$ cat src/oneshot_cfg.svh
/*
   Constants for the output timer enable and single-shot block: register
   indices and byte addresses, bit positions, reset values, count divider.
   Assumes a 32-bit APB byte address and the 50 MHz system clock.
*/
`ifndef ONESHOT_CFG_SVH
`define ONESHOT_CFG_SVH

// printed offsets are register indices; byte address is four times that
`define OS_IDX_PERMIT 32'h0080_02FA
`define OS_IDX_PROTECT 32'h0080_02FC
`define OS_IDX_RUN 32'h0080_02FE
`define OS_ADDR_PERMIT (`OS_IDX_PERMIT << 2)
`define OS_ADDR_PROTECT (`OS_IDX_PROTECT << 2)
`define OS_ADDR_RUN (`OS_IDX_RUN << 2)

// reload, interrupt status and interrupt mask registers
`define OS_ADDR_RELOAD0 32'h0200_1000
`define OS_ADDR_STATUS 32'h0200_1040
`define OS_ADDR_MASK 32'h0200_1044

// channel n sits at bit OS_BIT_TOP - n; bits below OS_BIT_LOW read zero
`define OS_NUM_CHAN 11
`define OS_BIT_TOP 15
`define OS_BIT_LOW 5

// reset values
`define OS_RST_CTRL 16'h0000
`define OS_RST_CNT 16'h0000

// count clock is sys_clk divided by this figure
`define OS_CNT_DIV 8'h04

`endif

$ cat src/oneshot_pkg.sv
/*
   Types for the output timer enable and single-shot block.
   Assumes the constants header is included by the design file.
*/
package oneshot_pkg;

   // per-channel sequence: idle, waiting for count clock, counting
   typedef enum logic [1:0] {
      CH_IDLE,
      CH_ARMED,
      CH_COUNT
   } chState_t;

   // one decoded APB access
   typedef struct packed {
      logic wr;
      logic rd;
      logic [31:0] addr;
      logic [31:0] wdata;
   } busAccess_t;

endpackage

$ cat src/output_timer_enable_oneshot.sv
/*
   Enable control and single-shot output for eleven 16-bit timer channels,
   with an APB register slave, reload registers and a masked interrupt.
   Assumes a single 50 MHz clock, synchronous reset, and external start
   pins that are asynchronous to the clock.
*/
// Decided for this implementation: the APB interface to the registers.
`timescale 1ns/10ps
`include "oneshot_cfg.svh"

//////////////////////////////////////////////////////////////////////////////
// Behaviour
// RULE_01: permit bit gates each external start input
// RULE_02: channel n bit at position fifteen minus n
// RULE_03: low five bits read zero, ignore writes
// RULE_04: protect bit blocks software run bit writes
// RULE_05: unprotected write of one starts channel
// RULE_06: unprotected write of zero stops channel
// RULE_07: underflow clears run bit, shows status
// RULE_08: software uses halfword accesses only
// RULE_09: start by software or permitted external
// RULE_10: start copies reload into counter on tick
// RULE_11: decrement each count tick, halt at underflow
// RULE_12: output toggles at start and underflow
// RULE_13: underflow raises interrupt request
// RULE_14: start to underflow is reload plus one
// RULE_15: old counter value never affects operation
// RULE_16: external start also sets run bit
// RULE_17: underflow stop beats external start
// RULE_18: software enable beats underflow stop
// RULE_19: software stop beats external start
module output_timer_enable_oneshot (
   // clock and reset
   input wire logic sys_clk,
   input wire logic srst,
   // apb slave
   input wire logic psel,
   input wire logic penable,
   input wire logic pwrite,
   input wire logic [31:0] paddr,
   input wire logic [31:0] pwdata,
   output logic [31:0] prdata,
   output logic pready,
   output logic pslverr,
   // external start pins, one per channel
   input wire logic [10:0] extStart,
   // timer outputs and interrupt
   output logic [10:0] timerOut,
   output logic irq
);

   localparam int NCH = `OS_NUM_CHAN;
   localparam logic [15:0] RST_CTRL = `OS_RST_CTRL;

   oneshot_pkg::busAccess_t acc;
   logic [31:0] prdata_q;
   logic pready_q;
   logic pslverr_q;
   logic hitPermit, hitProtect, hitRun, hitStatus, hitMask, hitReload;
   logic [31:0] relOff;
   logic [3:0] relIdx;
   logic [31:0] rdData;
   logic mapped;
   logic [NCH-1:0] permit_q, protect_q, run_q, status_q, mask_q;
   logic [NCH-1:0] extSync1_q, extSync2_q, extPrev_q;
   logic [NCH-1:0] uflow, loadEv;
   logic [NCH-1:0] out_q;
   logic [15:0] permitView, protectView, runView, statusView, maskView;
   logic [15:0] reload_q [NCH];
   logic [15:0] cnt_q [NCH];
   logic [7:0] div_q;
   logic tick_q;
   logic irq_q;

   ///////////////////////////////////////////////////////////////////////////
   // apb decode

   // a write takes effect only in the access phase once pready is up
   always_comb begin
      acc.wr = psel && penable && pwrite && pready_q;
      acc.rd = psel && !penable && !pwrite;
      acc.addr = paddr;
      acc.wdata = pwdata;
   end

   always_comb begin
      hitPermit = (acc.addr == `OS_ADDR_PERMIT);
      hitProtect = (acc.addr == `OS_ADDR_PROTECT);
      hitRun = (acc.addr == `OS_ADDR_RUN);
      hitStatus = (acc.addr == `OS_ADDR_STATUS);
      hitMask = (acc.addr == `OS_ADDR_MASK);
      relOff = acc.addr - `OS_ADDR_RELOAD0;
      relIdx = relOff[5:2];
      hitReload = (relOff[31:6] == '0) && (relOff[1:0] == 2'b00)
         && (relIdx < 4'(NCH));
      mapped = hitPermit | hitProtect | hitRun | hitStatus | hitMask
         | hitReload;
   end

   // read mux; unmapped reads return zero with an error
   always_comb begin
      rdData = 32'h0000_0000;
      if (hitPermit) begin
         rdData[15:0] = permitView;
      end else if (hitProtect) begin
         rdData[15:0] = protectView;
      end else if (hitRun) begin
         rdData[15:0] = runView;
      end else if (hitStatus) begin
         rdData[15:0] = statusView;
      end else if (hitMask) begin
         rdData[15:0] = maskView;
      end else if (hitReload) begin
         rdData[15:0] = reload_q[relIdx];
      end
   end

   // one wait-free answer: pready rises for the access phase only
   always_ff @(posedge sys_clk) begin
      if (srst) begin
         pready_q <= 1'b0;
         pslverr_q <= 1'b0;
         prdata_q <= 32'h0000_0000;
      end else begin
         pready_q <= psel && !penable;
         pslverr_q <= psel && !penable && !mapped;
         if (acc.rd) begin
            prdata_q <= rdData;
         end
      end
   end

   ///////////////////////////////////////////////////////////////////////////
   // count clock divider

   // one-cycle tick every OS_CNT_DIV sys_clk cycles
   always_ff @(posedge sys_clk) begin
      if (srst) begin
         div_q <= 8'h00;
         tick_q <= 1'b0;
      end else begin
         tick_q <= (div_q == `OS_CNT_DIV - 8'h01);
         if (div_q == `OS_CNT_DIV - 8'h01) begin
            div_q <= 8'h00;
         end else begin
            div_q <= div_q + 8'h01;
         end
      end
   end

   ///////////////////////////////////////////////////////////////////////////
   // external start synchronisers

   // three flops per pin; only the second and later stages feed logic
   always_ff @(posedge sys_clk) begin
      if (srst) begin
         extSync1_q <= '0;
         extSync2_q <= '0;
         extPrev_q <= '0;
      end else begin
         extSync1_q <= extStart;
         extSync2_q <= extSync1_q;
         extPrev_q <= extSync2_q;
      end
   end

   // unused low bits of every control view
   assign permitView[`OS_BIT_LOW-1:0] = '0; // RULE_03
   assign protectView[`OS_BIT_LOW-1:0] = '0; // RULE_03
   assign runView[`OS_BIT_LOW-1:0] = '0; // RULE_03
   assign statusView[`OS_BIT_LOW-1:0] = '0;
   assign maskView[`OS_BIT_LOW-1:0] = '0;

   ///////////////////////////////////////////////////////////////////////////
   // per-channel logic

   genvar n;
   generate
      for (n = 0; n < NCH; n++) begin : g_ch
         localparam int B = `OS_BIT_TOP - n;
         oneshot_pkg::chState_t st_q;
         logic extGo, swHit, runD, startEv;
         logic [16:0] width_q;
         logic [15:0] loaded_q;

         // register views place channel n at bit fifteen minus n
         assign permitView[B] = permit_q[n]; // RULE_02
         assign protectView[B] = protect_q[n]; // RULE_02
         assign runView[B] = run_q[n]; // RULE_02
         assign statusView[B] = status_q[n];
         assign maskView[B] = mask_q[n];

         assign extGo = extSync2_q[n] && !extPrev_q[n] && permit_q[n]; // RULE_01
         assign swHit = acc.wr && hitRun && !protect_q[n]; // RULE_04
         assign uflow[n] = tick_q && (st_q == oneshot_pkg::CH_COUNT)
            && (cnt_q[n] == 16'h0000); // RULE_11 RULE_14
         assign loadEv[n] = tick_q && (st_q == oneshot_pkg::CH_ARMED) && runD;

         // later lines win: software over underflow over external start
         always_comb begin
            runD = run_q[n];
            if (extGo) begin
               runD = 1'b1; // RULE_09 RULE_16
            end
            if (uflow[n]) begin
               runD = 1'b0; // RULE_07 RULE_17
            end
            if (swHit) begin
               runD = acc.wdata[B]; // RULE_05 RULE_06 RULE_18 RULE_19
            end
         end
         assign startEv = runD && (!run_q[n] || uflow[n]);

         // control registers written over the bus
         always_ff @(posedge sys_clk) begin
            if (srst) begin
               permit_q[n] <= RST_CTRL[B];
               protect_q[n] <= RST_CTRL[B];
               mask_q[n] <= 1'b0;
            end else if (acc.wr) begin
               if (hitPermit) begin
                  permit_q[n] <= acc.wdata[B];
               end
               if (hitProtect) begin
                  protect_q[n] <= acc.wdata[B];
               end
               if (hitMask) begin
                  mask_q[n] <= acc.wdata[B];
               end
            end
         end

         // run bit doubles as the running status
         always_ff @(posedge sys_clk) begin
            if (srst) begin
               run_q[n] <= RST_CTRL[B];
            end else begin
               run_q[n] <= runD;
            end
         end

         // reload value; takes effect only at the next start
         always_ff @(posedge sys_clk) begin
            if (srst) begin
               reload_q[n] <= `OS_RST_CNT;
            end else if (acc.wr && hitReload && relIdx == 4'(n)) begin
               reload_q[n] <= acc.wdata[15:0];
            end
         end

         // sequence and down counter
         always_ff @(posedge sys_clk) begin
            if (srst) begin
               st_q <= oneshot_pkg::CH_IDLE;
               cnt_q[n] <= `OS_RST_CNT;
            end else begin
               case (st_q)
                  oneshot_pkg::CH_IDLE: begin
                     if (startEv) begin
                        st_q <= oneshot_pkg::CH_ARMED;
                     end
                  end
                  oneshot_pkg::CH_ARMED: begin
                     if (!runD) begin
                        st_q <= oneshot_pkg::CH_IDLE;
                     end else if (tick_q) begin
                        cnt_q[n] <= reload_q[n]; // RULE_10 RULE_15
                        st_q <= oneshot_pkg::CH_COUNT;
                     end
                  end
                  oneshot_pkg::CH_COUNT: begin
                     if (startEv) begin
                        st_q <= oneshot_pkg::CH_ARMED;
                     end else if (!runD || uflow[n]) begin
                        st_q <= oneshot_pkg::CH_IDLE; // RULE_11
                     end else if (tick_q) begin
                        cnt_q[n] <= cnt_q[n] - 16'h0001; // RULE_11
                     end
                  end
                  default: begin
                     st_q <= oneshot_pkg::CH_IDLE;
                  end
               endcase
            end
         end

         // one pulse: invert at load and at underflow
         always_ff @(posedge sys_clk) begin
            if (srst) begin
               out_q[n] <= 1'b0;
            end else if (loadEv[n] || uflow[n]) begin
               out_q[n] <= ~out_q[n]; // RULE_12
            end
         end

         // sticky flag; a new underflow beats a clear in the same cycle
         always_ff @(posedge sys_clk) begin
            if (srst) begin
               status_q[n] <= 1'b0;
            end else if (uflow[n]) begin
               status_q[n] <= 1'b1; // RULE_13
            end else if (acc.wr && hitStatus && acc.wdata[B]) begin
               status_q[n] <= 1'b0;
            end
         end

         // checker helper: count ticks from load to underflow
         always_ff @(posedge sys_clk) begin
            if (srst) begin
               width_q <= 17'h0_0000;
               loaded_q <= 16'h0000;
            end else if (loadEv[n]) begin
               width_q <= 17'h0_0001;
               loaded_q <= reload_q[n];
            end else if (tick_q && st_q == oneshot_pkg::CH_COUNT) begin
               width_q <= width_q + 17'h0_0001;
            end
         end

      end
   endgenerate

   ///////////////////////////////////////////////////////////////////////////
   // interrupt and outputs

   // level interrupt while any unmasked flag stands
   always_ff @(posedge sys_clk) begin
      if (srst) begin
         irq_q <= 1'b0;
      end else begin
         irq_q <= |(status_q & mask_q);
      end
   end

   assign prdata = prdata_q;
   assign pready = pready_q;
   assign pslverr = pslverr_q;
   assign timerOut = out_q;
   assign irq = irq_q;
endmodule

$ cat config.mk
export PLATFORM = sky130hd
export DESIGN_NAME = output_timer_enable_oneshot
export DESIGN_NICKNAME = d
export VERILOG_FILES = /design/src/oneshot_pkg.sv /design/src/output_timer_enable_oneshot.sv
export VERILOG_INCLUDE_DIRS = /design/src /design/src/src
export SDC_FILE = /design/constraint.sdc
export NUM_CORES = 1
export LEC_CHECK = 0
export BUFFER_PORTS_ARGS = -buffer_cell sky130_fd_sc_hd__clkbuf_2
export CAP_MARGIN = 20
export CELL_PAD_IN_SITES_DETAIL_PLACEMENT = 1
export CELL_PAD_IN_SITES_GLOBAL_PLACEMENT = 1
export CORE_MARGIN = 2
export CORE_UTILIZATION = 32
export DETAILED_ROUTE_END_ITERATION = 12
export PLACE_DENSITY = 0.56
export SETUP_SLACK_MARGIN = 0.15
export SLEW_MARGIN = 15
export SYNTH_ARGS = -nofsm -noshare
export SYNTH_HDL_FRONTEND = slang
export SYNTH_SLANG_ARGS = --single-unit
$ cat constraint.sdc
create_clock -name sys_clk -period 3.55 [get_ports sys_clk]
set_input_delay 0.71 -clock sys_clk [delete_from_list [all_inputs] [get_ports sys_clk]]
set_output_delay 0.71 -clock sys_clk [all_outputs]
set_load 0.01 [all_outputs]
Word-level counts from Yosys, hierarchy flattened
Memory sizes are Yosys's and may differ from the RTL's.
Index checks and enable logic that the tools add are counted.
- output and inout bits: 46
- memory bits (writable): 352
- word-level logic and storage cells: 761
- register bits after elaboration: 149
- memories: 2
- $lt $le $gt $ge: 1
- $add $sub $neg: 13
- eq/ne operators: 71
- muxes and demuxes: 285
- bitwise gates (word level): 50
- reduce and logical (&&, ||, !) cells: 253
- memory list (name ; words ; width ; read ports ; clocked after Yosys merged registers in ; wr ports ; line ; source):
    cnt_q ; 11 ; 16 ; 11 ; 0 ; 11 ; output_timer_enable_oneshot.sv:70 ; logic [15:0] cnt_q [NCH];
    reload_q ; 11 ; 16 ; 12 ; 0 ; 11 ; output_timer_enable_oneshot.sv:69 ; logic [15:0] reload_q [NCH];
- operator list (cell ; number):
    2-to-1 mux 16 bit ; 39
    2-to-1 mux 1 bit ; 190
    zero test 16 bit ; 11
    subtractor 16 x 1 -> 16 bit (second input constant) ; 11
    equality test 32 x 26 -> 1 bit (second input constant) ; 5
    logical AND 1 bit ; 121
    2-to-1 mux 2 bit ; 45
    case mux 2 bit (3 select lines) ; 11
    zero test 1 bit ; 47
    != test 3 bit (second input constant) ; 13
    OR 1 bit ; 38
    logical OR 1 bit ; 33
    AND reduction 3 bit ; 11
    subtractor 32 x 26 -> 32 bit (second input constant) ; 1
    != test 3 x 2 -> 1 bit (second input constant) ; 9
    zero test 26 bit ; 1
    zero test 2 bit ; 12
    equality test 2 x 1 -> 1 bit (second input constant) ; 11
    equality test 2 bit (second input constant) ; 11
    != test 2 bit (second input constant) ; 11
    nonzero test 2 bit ; 11
    equality test 4 x 3 -> 1 bit (second input constant) ; 4
    equality test 4 bit (second input constant) ; 3
    AND 11 bit ; 1
    other kinds (10) ; 23

Longest topological paths before layout
Gate-level depths: netlist (run 1).
- word-level depth: 14
- mapped depth: 11

Worst setup path after synthesis (run 1)
OpenSTA, ideal clock, no wires.
- path kind: input port to flip-flop
- from: input paddr[26]
- to: memory cnt_q[2][0], enable pin
- buffers on the path: 2
- required time: 3.158 ns
- stages: 7
- setup slack: 0.237 ns
- arrival time: 2.920 ns
- path through: or4_1 > buf_2 > nor3_4 > buf_4 > nand4_1 > mux2i_1 > o21bai_1
- RTL lines (what ; line ; source):
    from (decl) ; output_timer_enable_oneshot.sv:40 ; input wire logic [31:0] paddr,
    to (decl) ; output_timer_enable_oneshot.sv:70 ;

==> results of run 1 <==
## through the flow
stage	total power [mW]	instances	instance area, µm²
after CTS	14.1	3776	30800
after floorplan	7.10	2578	26600
final	13.9	3776	30800
after global placement	7.48	3661	28700
after detailed placement	7.51	3662	28700
after global routing	14.3	3776	30800
## registers in the layout (all words and copies together), names as in the netlist, 16 cells and up
| name | flops |
|---|---|
| prdata | 16 |
| reload_q | 176 |
| cnt_q | 176 |
| g_ch.st_q | 22 |
## final timing paths
| kind | cells past startpoint | from | slack [ns] | endpoint |
|---|---|---|---|---|
| setup / recovery | 9 | cnt_q[8][0] | 0.33 | cnt_q[8][2] |
| hold / removal | 2 | extStart[4] | 0.29 | extSync1_q[4] |
| setup reg to reg | 9 | cnt_q[8][0] | 0.33 | cnt_q[8][2] |
| hold reg to reg | 1 | extSync1_q[10] | 0.45 | extSync2_q[10] |
## cell type report
class                           count  area, µm²
Timing Repair Buffer              232       1760
Clock inverter                     23        209
Clock buffer                       91       1880
Tap cell                         1070       1340
Multi-Input combinational cell   1802      11900
Inverter                           57        214
Sequential cell                   501      13600
Fill cell                        9002      51300
## placed cells by master, fill, tap and decap left out, types with 50 or more instances in the layout
master | netlist | routed
a21oi_1 | 62 | 62
dfxtp_1 | 149 | 149
nor2b_1 | 60 | 60
a22oi_1 | 177 | 177
nand2_1 | 206 | 206
edfxtp_1 | 352 | 352
clkbuf_16 | 0 | 66
xor2_1 | 100 | 100
nor3_2 | 48 | 50
clkbuf_2 | 5 | 94
nor3_1 | 195 | 193
nor2_1 | 280 | 278
inv_1 | 57 | 57
buf_4 | 26 | 120
## power by group through the flow
stage / Sequential, mW / Clock, mW / Combinational, mW
2_1_floorplan: 6.63 / 0 / 0.472
3_3_place_gp: 6.70 / 0 / 0.782
3_5_place_dp: 6.71 / 0 / 0.799
4_1_cts: 6.59 / 6.65 / 0.806
5_1_grt: 6.61 / 6.86 / 0.858
6_report: 6.59 / 6.53 / 0.805
## timing repair
action / CTS / global route
pin swaps: 0 / 0
endpoints found under the setup margin: 16 / 46
resized for setup: 1 / 2
hold endpoints to repair: 0 / 0
## worst reg2reg max path, cell delays in order (launching register included)
cell,delay [ns]
edfxtp_1,0.38
inv_1,0.10
ha_1,0.20
or4b_2,0.70
nor3_2,0.33
nand2_1,0.28
and4b_2,0.46
o21ai_0,0.20
o21bai_1,0.08
buf_4,0.22
## routing by layer
layer / vias up / part of all wire, %
met3: 122 / 5.7
met4: 2 / 2.7
li1: 9657 / -
met2: 683 / 46
met5: - / 0.011
met1: 11200 / 46
## logic make-up after synthesis
kind of cell / Yosys count
adders and majority gates: 12
and+or+nand+nor: 1084
AOI/OAI and AO/OA: 442
buffers and inverters: 275
other: 1
DFF: 501
muxes: 100
xor gates and xnor gates: 148
==> flow_metrics.env, run 1 <==
export IMPL_status="completed"
export IMPL_final_setup_viol_count=0
export IMPL_drtIter0Drc=1920
export IMPL_final_setup_worst_slack_ns=0.332
export IMPL_end_kind="flop"
export IMPL_critPathBufInv=2
export IMPL_power_density_nw_per_um2=452
export IMPL_cp_top_family="simple AND/OR/NAND/NOR gates"
export IMPL_synth_top_family_by_area="simple AND/OR/NAND/NOR gates"
export IMPL_dp_slack_ns=-0.0599
export IMPL_area_growth_pct=15.9
export IMPL_synth_enable_flop_cells=352
export IMPL_crit_arrival_ns=3.59
export IMPL_synth_top_flop_cell="edfxtp_1"
export IMPL_avgSynthCellArea_um2=10.4
export IMPL_slew_headroom_pct=31.4
export IMPL_detail_route_antenna_nets=0
export IMPL_numPortBuffers=93
export IMPL_crit_path_cell_trace="inv_1 -> ha_1 -> or4b_2 -> nor3_2 -> nand2_1 -> and4b_2 -> o21ai_0 -> o21bai_1 -> buf_4"
export IMPL_ys_ff_latch=501
export IMPL_synth_cell_types=78
export IMPL_synth_area_leaders="edfxtp_1 (40%), dfxtp_1 (11%), a22oi_1 (5.0%), nor2_1 (4.0%), nor3_1 (3.7%)"
export IMPL_drc=0
export IMPL_switching_power_mw=3.38
export IMPL_synthAdderAreaFrac_pct=0.565
export IMPL_grt_pass1_vias=21700
export IMPL_fmax_ghz=0.311
export IMPL_synth_most_common_cell="edfxtp_1"
export IMPL_power_frac_seq_pct=47.3
export IMPL_die_height_um=292
export IMPL_core_um2=82100
export IMPL_num_rows=105
export IMPL_pwr_share_comb_pct=5.8
export IMPL_fin_nets=2746
export IMPL_max_cap_violations=0
export IMPL_ios=126
export IMPL_clock_sink_count=501
export IMPL_tritoncts="done"
export IMPL_worstMarginPinSlew_ns=1.02
export IMPL_via_count=21700
export IMPL_use_met1_pct=33.5
export IMPL_peakVddDrop_v=0.000390
export IMPL_grt_overflow_total=0
export IMPL_clockRootBuffer="clkbuf_16"
export IMPL_hpwl_um=74700
export IMPL_clk_latency_ns=0.63
export IMPL_cts_buffer_depth=3
export IMPL_fin_hold_ws_ns=0.294
export IMPL_synth_mux_area_fraction_pct=5.38
export IMPL_grt_usage_pct=23.4
export IMPL_post_drt_wl_per_cell_um=26.9
export IMPL_leakagePower_nw=10.0
export IMPL_synth_seq_area_share_pct=51.0
export IMPL_synth_compound_area_share_pct=11.7
export IMPL_top_usage_layer="met2"
export IMPL_initial_core_util_pct=32.4
export IMPL_htree_levels=2
export IMPL_synth_largest_area_cell="edfxtp_1"
export IMPL_grt_use_met2_pct=36.9
export IMPL_path_clk_slew_ns=0.06
export IMPL_criticalPathCategory="reg -> reg"
export IMPL_die_w_um=292
export IMPL_dieArea_um2=85400
export IMPL_wl_um=101000
export IMPL_hold_violations=0
export IMPL_swShare_pct=24.2
export IMPL_slew_viol_final=0
export IMPL_yosysWarnings=0
export IMPL_cts_buffers=60
export IMPL_first_pass_iters=5
export IMPL_postSynthCellCount=2563
export IMPL_layout_min_cycle_time_ns=3.22
export IMPL_skew_ns=0.0150
export IMPL_clockPowerShare_pct=46.9
export IMPL_antenna_found_initial=9
export IMPL_cp_max_fo=16
export IMPL_grt_pass1_wl_um=149000
export IMPL_netlist_area_um2=26600
export IMPL_internal_power_mw=10.6
export IMPL_crit_path_top_delay_cell="or4b_2"
export IMPL_synth_simple_area_share_pct=21.6
export IMPL_hold_buffers=0
export IMPL_yosys_area_top_type_share_pct=39.8
export IMPL_layout_drive_gt1_share_pct=18.6
export IMPL_synth_xor_area_share_pct=4.88
export IMPL_max_stage_delay_ns=0.70
export IMPL_crit_path_start_kind="flop"
export IMPL_cts_setup_buffers=0
export IMPL_met3_usage_pct=3.19
export IMPL_n_antenna_cell=0
export IMPL_gp_congestion=0.869
export IMPL_tns_ns=0
export IMPL_rsz0062_at_grt="false"
export IMPL_vias_per_cell=5.74
export IMPL_finalCritPeriodShare_pct=90.7
export IMPL_fin_util_pct=37.5
export IMPL_grt_max_degree=55
export IMPL_yosys_top_cells_count="edfxtp_1 (352), nor2_1 (280), nand2_1 (206)"
export IMPL_hold_path_class="in -> reg"
export IMPL_cp_required_ns=3.92
export IMPL_async_flop_share_pct=0
Note: power is estimated with default switching activity, not from simulation.
==> run 2: changes to the inputs <==
clock period = 3.2 ns   (was 3.55 ns; I/O delays follow)
==> run 2 against run 1 <==
Sequential cell count stayed put. Register-to-register slack about the same. Wire length shrank 2.2%. Final cell count rose by 1.2%. Worst hold slack got worse by 0.090 ns. Maximum frequency grew 12%. Global-route usage decreased by 0.38 points. Via count decreased by 0.75%. Critical path type unchanged.
==> flow_metrics.env, run 2 (synthesis gave the netlist of run 1 again) <==
export IMPL_status="completed"
export IMPL_multiInputGateArea_um2=11900
export IMPL_ios=126
export IMPL_path_clk_slew_ns=0.06
export IMPL_rsz0062_at_grt="false"
export IMPL_power_density_nw_per_um2=507
export IMPL_crit_path_start_kind="flop"
export IMPL_grt_pass1_wl_um=147000
export IMPL_final_setup_worst_slack_ns=0.337
export IMPL_fin_nets=2789
export IMPL_hold_violations=0
export IMPL_fmax_ghz=0.349
export IMPL_die_w_um=292
export IMPL_r2r_end="cnt_q[1][11]"
export IMPL_leakagePower_nw=10.4
export IMPL_criticalPathCategory="reg -> reg"
export IMPL_antenna_found_initial=4
export IMPL_crit_arrival_ns=3.26
export IMPL_drc=0
export IMPL_max_stage_delay_ns=0.63
export IMPL_r2r_setup_slack_ns=0.34
export IMPL_die_height_um=292
export IMPL_clock_sink_count=501
export IMPL_final_cell_mix="edfxtp_1 (352), nor2_1 (278), nand2_1 (206)"
export IMPL_dp_slack_ns=-0.286
export IMPL_min_delay_path_depth=2
export IMPL_max_cap_violations=0
export IMPL_core_um2=82100
export IMPL_end_kind="flop"
export IMPL_final_setup_viol_count=0
export IMPL_tritoncts="done"
export IMPL_fill_cells=9032
export IMPL_clk_latency_ns=0.66
export IMPL_grt_max_degree=61
export IMPL_htree_levels=2
export IMPL_crit_path_top_delay_cell="or4_1"
export IMPL_initial_core_util_pct=32.4
export IMPL_reg_largest_list="cnt_q x176, reload_q x176, g_ch.st_q x22"
export IMPL_cts_buffers=61
export IMPL_layout_drive_gt1_share_pct=19.9
export IMPL_skew_ns=0.0467
export IMPL_finalCritPeriodShare_pct=89.5
export IMPL_via_count=21500
export IMPL_vias_per_cell=5.63
export IMPL_area_growth_pct=18.8
export IMPL_grt_usage_pct=23.0
export IMPL_slew_headroom_pct=44.7
export IMPL_finalPower_mw=16.0
export IMPL_layout_min_cycle_time_ns=2.86
export IMPL_n_antenna_cell=0
export IMPL_rr_startpoint="cnt_q[1][9]"
export IMPL_slew_viol_final=0
export IMPL_postCtsResizedCells=0
export IMPL_final_common_cell="edfxtp_1"
export IMPL_first_pass_iters=5
export IMPL_hold_path_end="extSync1_q[8]"
export IMPL_hpwl_um=72700
export IMPL_numPortBuffers=93
export IMPL_seq_area_um2=13600
export IMPL_num_rows=105
export IMPL_cp_max_fo=16
export IMPL_drtIter0Drc=1727
export IMPL_crit_path_cell_trace="or4_1 -> nor4_1 -> nand3_1 -> and4b_1 -> o21ai_0 -> o21bai_2 -> buf_12"
export IMPL_post_drt_wl_per_cell_um=26.0
export IMPL_peakVddDrop_v=0.000437
export IMPL_hold_path_class="in -> reg"
export IMPL_wl_um=99200
export IMPL_gp_congestion=0.864
export IMPL_place_area_um2=29300
export IMPL_detail_route_antenna_nets=0
export IMPL_clockRootBuffer="clkbuf_16"
export IMPL_grt_pass1_vias=21900
export IMPL_worstHoldStart="extStart[8]"
export IMPL_grt_overflow_total=0
export IMPL_r2r_cells=7
export IMPL_dieArea_um2=85400
export IMPL_cts_setup_buffers=0
export IMPL_cp_required_ns=3.60
export IMPL_cts_buffer_depth=3
export IMPL_hold_buffers=0
export IMPL_fin_area_um2=31600
export IMPL_worstMarginPinSlew_ns=0.828
-- run 2: how the worst max path moves through the flow --
stage,startpoint,endpoint,slack (ns),cells past startpoint
finish,cnt_q[1][9],cnt_q[1][11],0.34,7
global route,cnt_q[10][3],cnt_q[10][3],0.15,7
CTS,cnt_q[8][0],cnt_q[8][0],0.24,8
detailed placement,paddr[13],timerOut[6],-0.29,11
global placement,paddr[13],timerOut[6],-0.27,11
floorplan,paddr[13],reload_q[8][0],0.08,8
-- run 2: layout make-up --
| class | count | area share (%) |
|---|---|---|
| multi-input combinational | 1802 | 37.6 |
| clock buffer | 75 | 5.10 |
| timing repair buffer | 274 | 7.49 |
| tap | 1070 | 4.24 |
| clock inverter | 41 | 1.93 |
| sequential | 501 | 42.9 |
| inverter | 57 | 0.677 |
-- run 2: power breakdown --
part	total (mW)	switching [mW]	internal, mW
sequential	7.32	0.200	7.11
combinational	0.939	0.590	0.348
clock	7.77	2.99	4.78
-- run 2: routing by layer --
| layer | share of wire [%] | GRT usage, % | up-vias | wire length (µm) |
|---|---|---|---|---|
| met5 | 0 | 0 | - | 0 |
| met1 | 45 | 32.0 | 11000 | 44600 |
| met2 | 47 | 37.4 | 626 | 46600 |
| met4 | 2.4 | 5.77 | 0 | 2340 |
| met3 | 5.8 | 3.38 | 118 | 5730 |
| li1 | - | - | 9753 | - |
-- run 2: critical path, delay by kind of cell (launching register included) --
| kind | cells | cell delay (ns) |
|---|---|---|
| flops | 1 | 0.44 |
| buf+inv | 1 | 0.17 |
| simple gates | 4 | 1.68 |
| compound gates | 2 | 0.31 |
-- run 2: per-stage QoR --
stage	hold WS, ns	setup TNS (ns)	util [%]	cells
final	0.204	0	38.5	3820
after global routing	0.189	0	38.5	3820
after CTS	0.168	0	38.4	3819
after detailed placement	0.428	-56.83	35.7	3703
after global placement	0.427	-54.79	35.7	3703
after floorplan	0.414	0	-	2578
==> run 3: changes to the inputs <==
CAP_MARGIN = 10   (was 20)
CORE_ASPECT_RATIO = 0.5   (was not set)
==> run 3 against run 2 <==
Clock power is 18% lower. Clock skew is 0.021 ns lower. Final cell count is 0.63% higher. Sequential cell count stayed put. Critical path type unchanged. Combinational power is 2% higher.
==> flow_metrics.env, run 3 (synthesis gave the netlist of run 1 again) <==
export IMPL_clockRootBuffer="clkbuf_16"
export IMPL_detail_route_antenna_nets=0
export IMPL_seq_area_um2=13600
export IMPL_grt_overflow_total=0
export IMPL_slew_headroom_pct=27.9
export IMPL_place_area_um2=29500
export IMPL_htree_levels=2
export IMPL_fin_nets=2787
export IMPL_core_um2=81900
export IMPL_layout_min_cycle_time_ns=2.88
export IMPL_crit_arrival_ns=3.27
export IMPL_multiInputGateArea_um2=11900
export IMPL_clock_sink_count=501
export IMPL_dieArea_um2=85500
export IMPL_skew_ns=0.0252
export IMPL_finalPower_mw=14.6
export IMPL_hpwl_um=73000
export IMPL_via_count=21600
export IMPL_end_kind="flop"
export IMPL_numPortBuffers=93
export IMPL_fin_util_pct=38.1
export IMPL_die_height_um=208
export IMPL_tritoncts="done"
export IMPL_max_cap_violations=0
export IMPL_path_clk_slew_ns=0.07
export IMPL_drc=0
export IMPL_criticalPathCategory="reg -> reg"
export IMPL_fin_area_um2=31200
export IMPL_final_cell_mix="edfxtp_1 (352), nor2_1 (278), nand2_1 (206)"
export IMPL_fill_cells=9011
export IMPL_area_growth_pct=17.4
export IMPL_wl_um=100000
export IMPL_peakVddDrop_v=0.000345
export IMPL_cp_required_ns=3.59
export IMPL_cts_setup_buffers=0
export IMPL_gp_congestion=0.860
export IMPL_final_common_cell="edfxtp_1"
export IMPL_drtIter0Drc=2131
export IMPL_hold_path_class="in -> reg"
export IMPL_crit_path_start_kind="flop"
export IMPL_finalCritPeriodShare_pct=90.0
export IMPL_power_density_nw_per_um2=468
export IMPL_status="completed"
export IMPL_worstMarginPinSlew_ns=1.07
export IMPL_grt_pass1_wl_um=147000
export IMPL_die_w_um=412
export IMPL_dp_slack_ns=-0.206
export IMPL_grt_usage_pct=23.0
export IMPL_grt_max_degree=49
export IMPL_slew_viol_final=0
export IMPL_finalNonFillerCells=3844
export IMPL_clk_latency_ns=0.64
export IMPL_grt_pass1_vias=21400
export IMPL_final_setup_worst_slack_ns=0.321
export IMPL_placed_cells=3743
export IMPL_fmax_ghz=0.347
export IMPL_antenna_found_initial=3
export IMPL_num_rows=74
export IMPL_cts_buffer_depth=3
export IMPL_leakagePower_nw=10.2
export IMPL_reg_largest_list="cnt_q x176, reload_q x176, g_ch.st_q x22"
export IMPL_first_pass_iters=5
export IMPL_rsz0062_at_grt="false"
export IMPL_layout_drive_gt1_share_pct=19.7
export IMPL_hold_violations=0
export IMPL_post_drt_wl_per_cell_um=26.1
export IMPL_initial_core_util_pct=32.4
export IMPL_cp_max_fo=16
export IMPL_cts_buffers=52
export IMPL_ios=126
export IMPL_vias_per_cell=5.62
export IMPL_final_setup_viol_count=0
[run 3: changes by cell type in the layout (fill, tap and decap cells not counted), sizes merged]
cell,change
clkinvlp,+3
inv,+2
bufinv,-13
diode,+4
clkbuf,-5
clkinv,-6
buf,+7
[run 3: critical path, stage by stage (launching register included)]
cell      delay (ns)
edfxtp_1        0.45
or4_1           0.64
nor4_2          0.30
buf_4           0.23
nand2_1         0.13
and3_1          0.34
o21ai_0         0.26
o21bai_2        0.11
buf_12          0.16
[run 3: layer usage]
metal  share of wire [%]  wire [µm]  GRT usage (%)  up-vias
li1                    -          -              -     9735
met1                  46      46300           33.8    11100
met2                  44      44600           35.3      630
met3                 7.1       7080           3.71      109
met4                 2.3       2290           5.44        0
met5                   0          0              0        -
[run 3: worst paths after layout]
kind	from	end	slack (ns)	cells after the start
hold reg to reg	extSync1_q[9]	extSync2_q[9]	0.44	1
hold / removal	extStart[3]	extSync1_q[3]	0.22	2
setup / recovery	cnt_q[2][3]	cnt_q[2][3]	0.32	8
setup reg to reg	cnt_q[2][3]	cnt_q[2][3]	0.32	8
[run 3: layout make-up]
class                           instances  area share [%]
Antenna cell                            4          0.0321
Clock buffer                           70            4.89
Clock inverter                         27           0.645
Multi-Input combinational cell       1802            38.1
Tap cell                             1102            4.42
Inverter                               57           0.686
Timing Repair Buffer                  281            7.81
Sequential cell                       501            43.4
[run 3: repair_timing]
| item | CTS | global route |
|---|---|---|
| resized for setup | 0 | 1 |
| endpoints found under the hold margin | 0 | 0 |
| hold buffers | 0 | 0 |
| setup endpoints to repair | 0 | 1 |
[run 3: per-stage QoR]
| stage | setup TNS [ns] | hold WS (ns) |
|---|---|---|
| after floorplan | 0 | 0.414 |
| after global placement | -49.26 | 0.421 |
| after detailed placement | -50.27 | 0.429 |
| after CTS | 0 | 0.193 |
| after global routing | 0 | 0.213 |
| final | 0 | 0.220 |
[run 3: report_power, final]
part,switching (mW),internal (mW)
Combinational,0.608,0.349
Sequential,0.197,7.11
Clock,2.83,3.52
Total,3.63,11.0
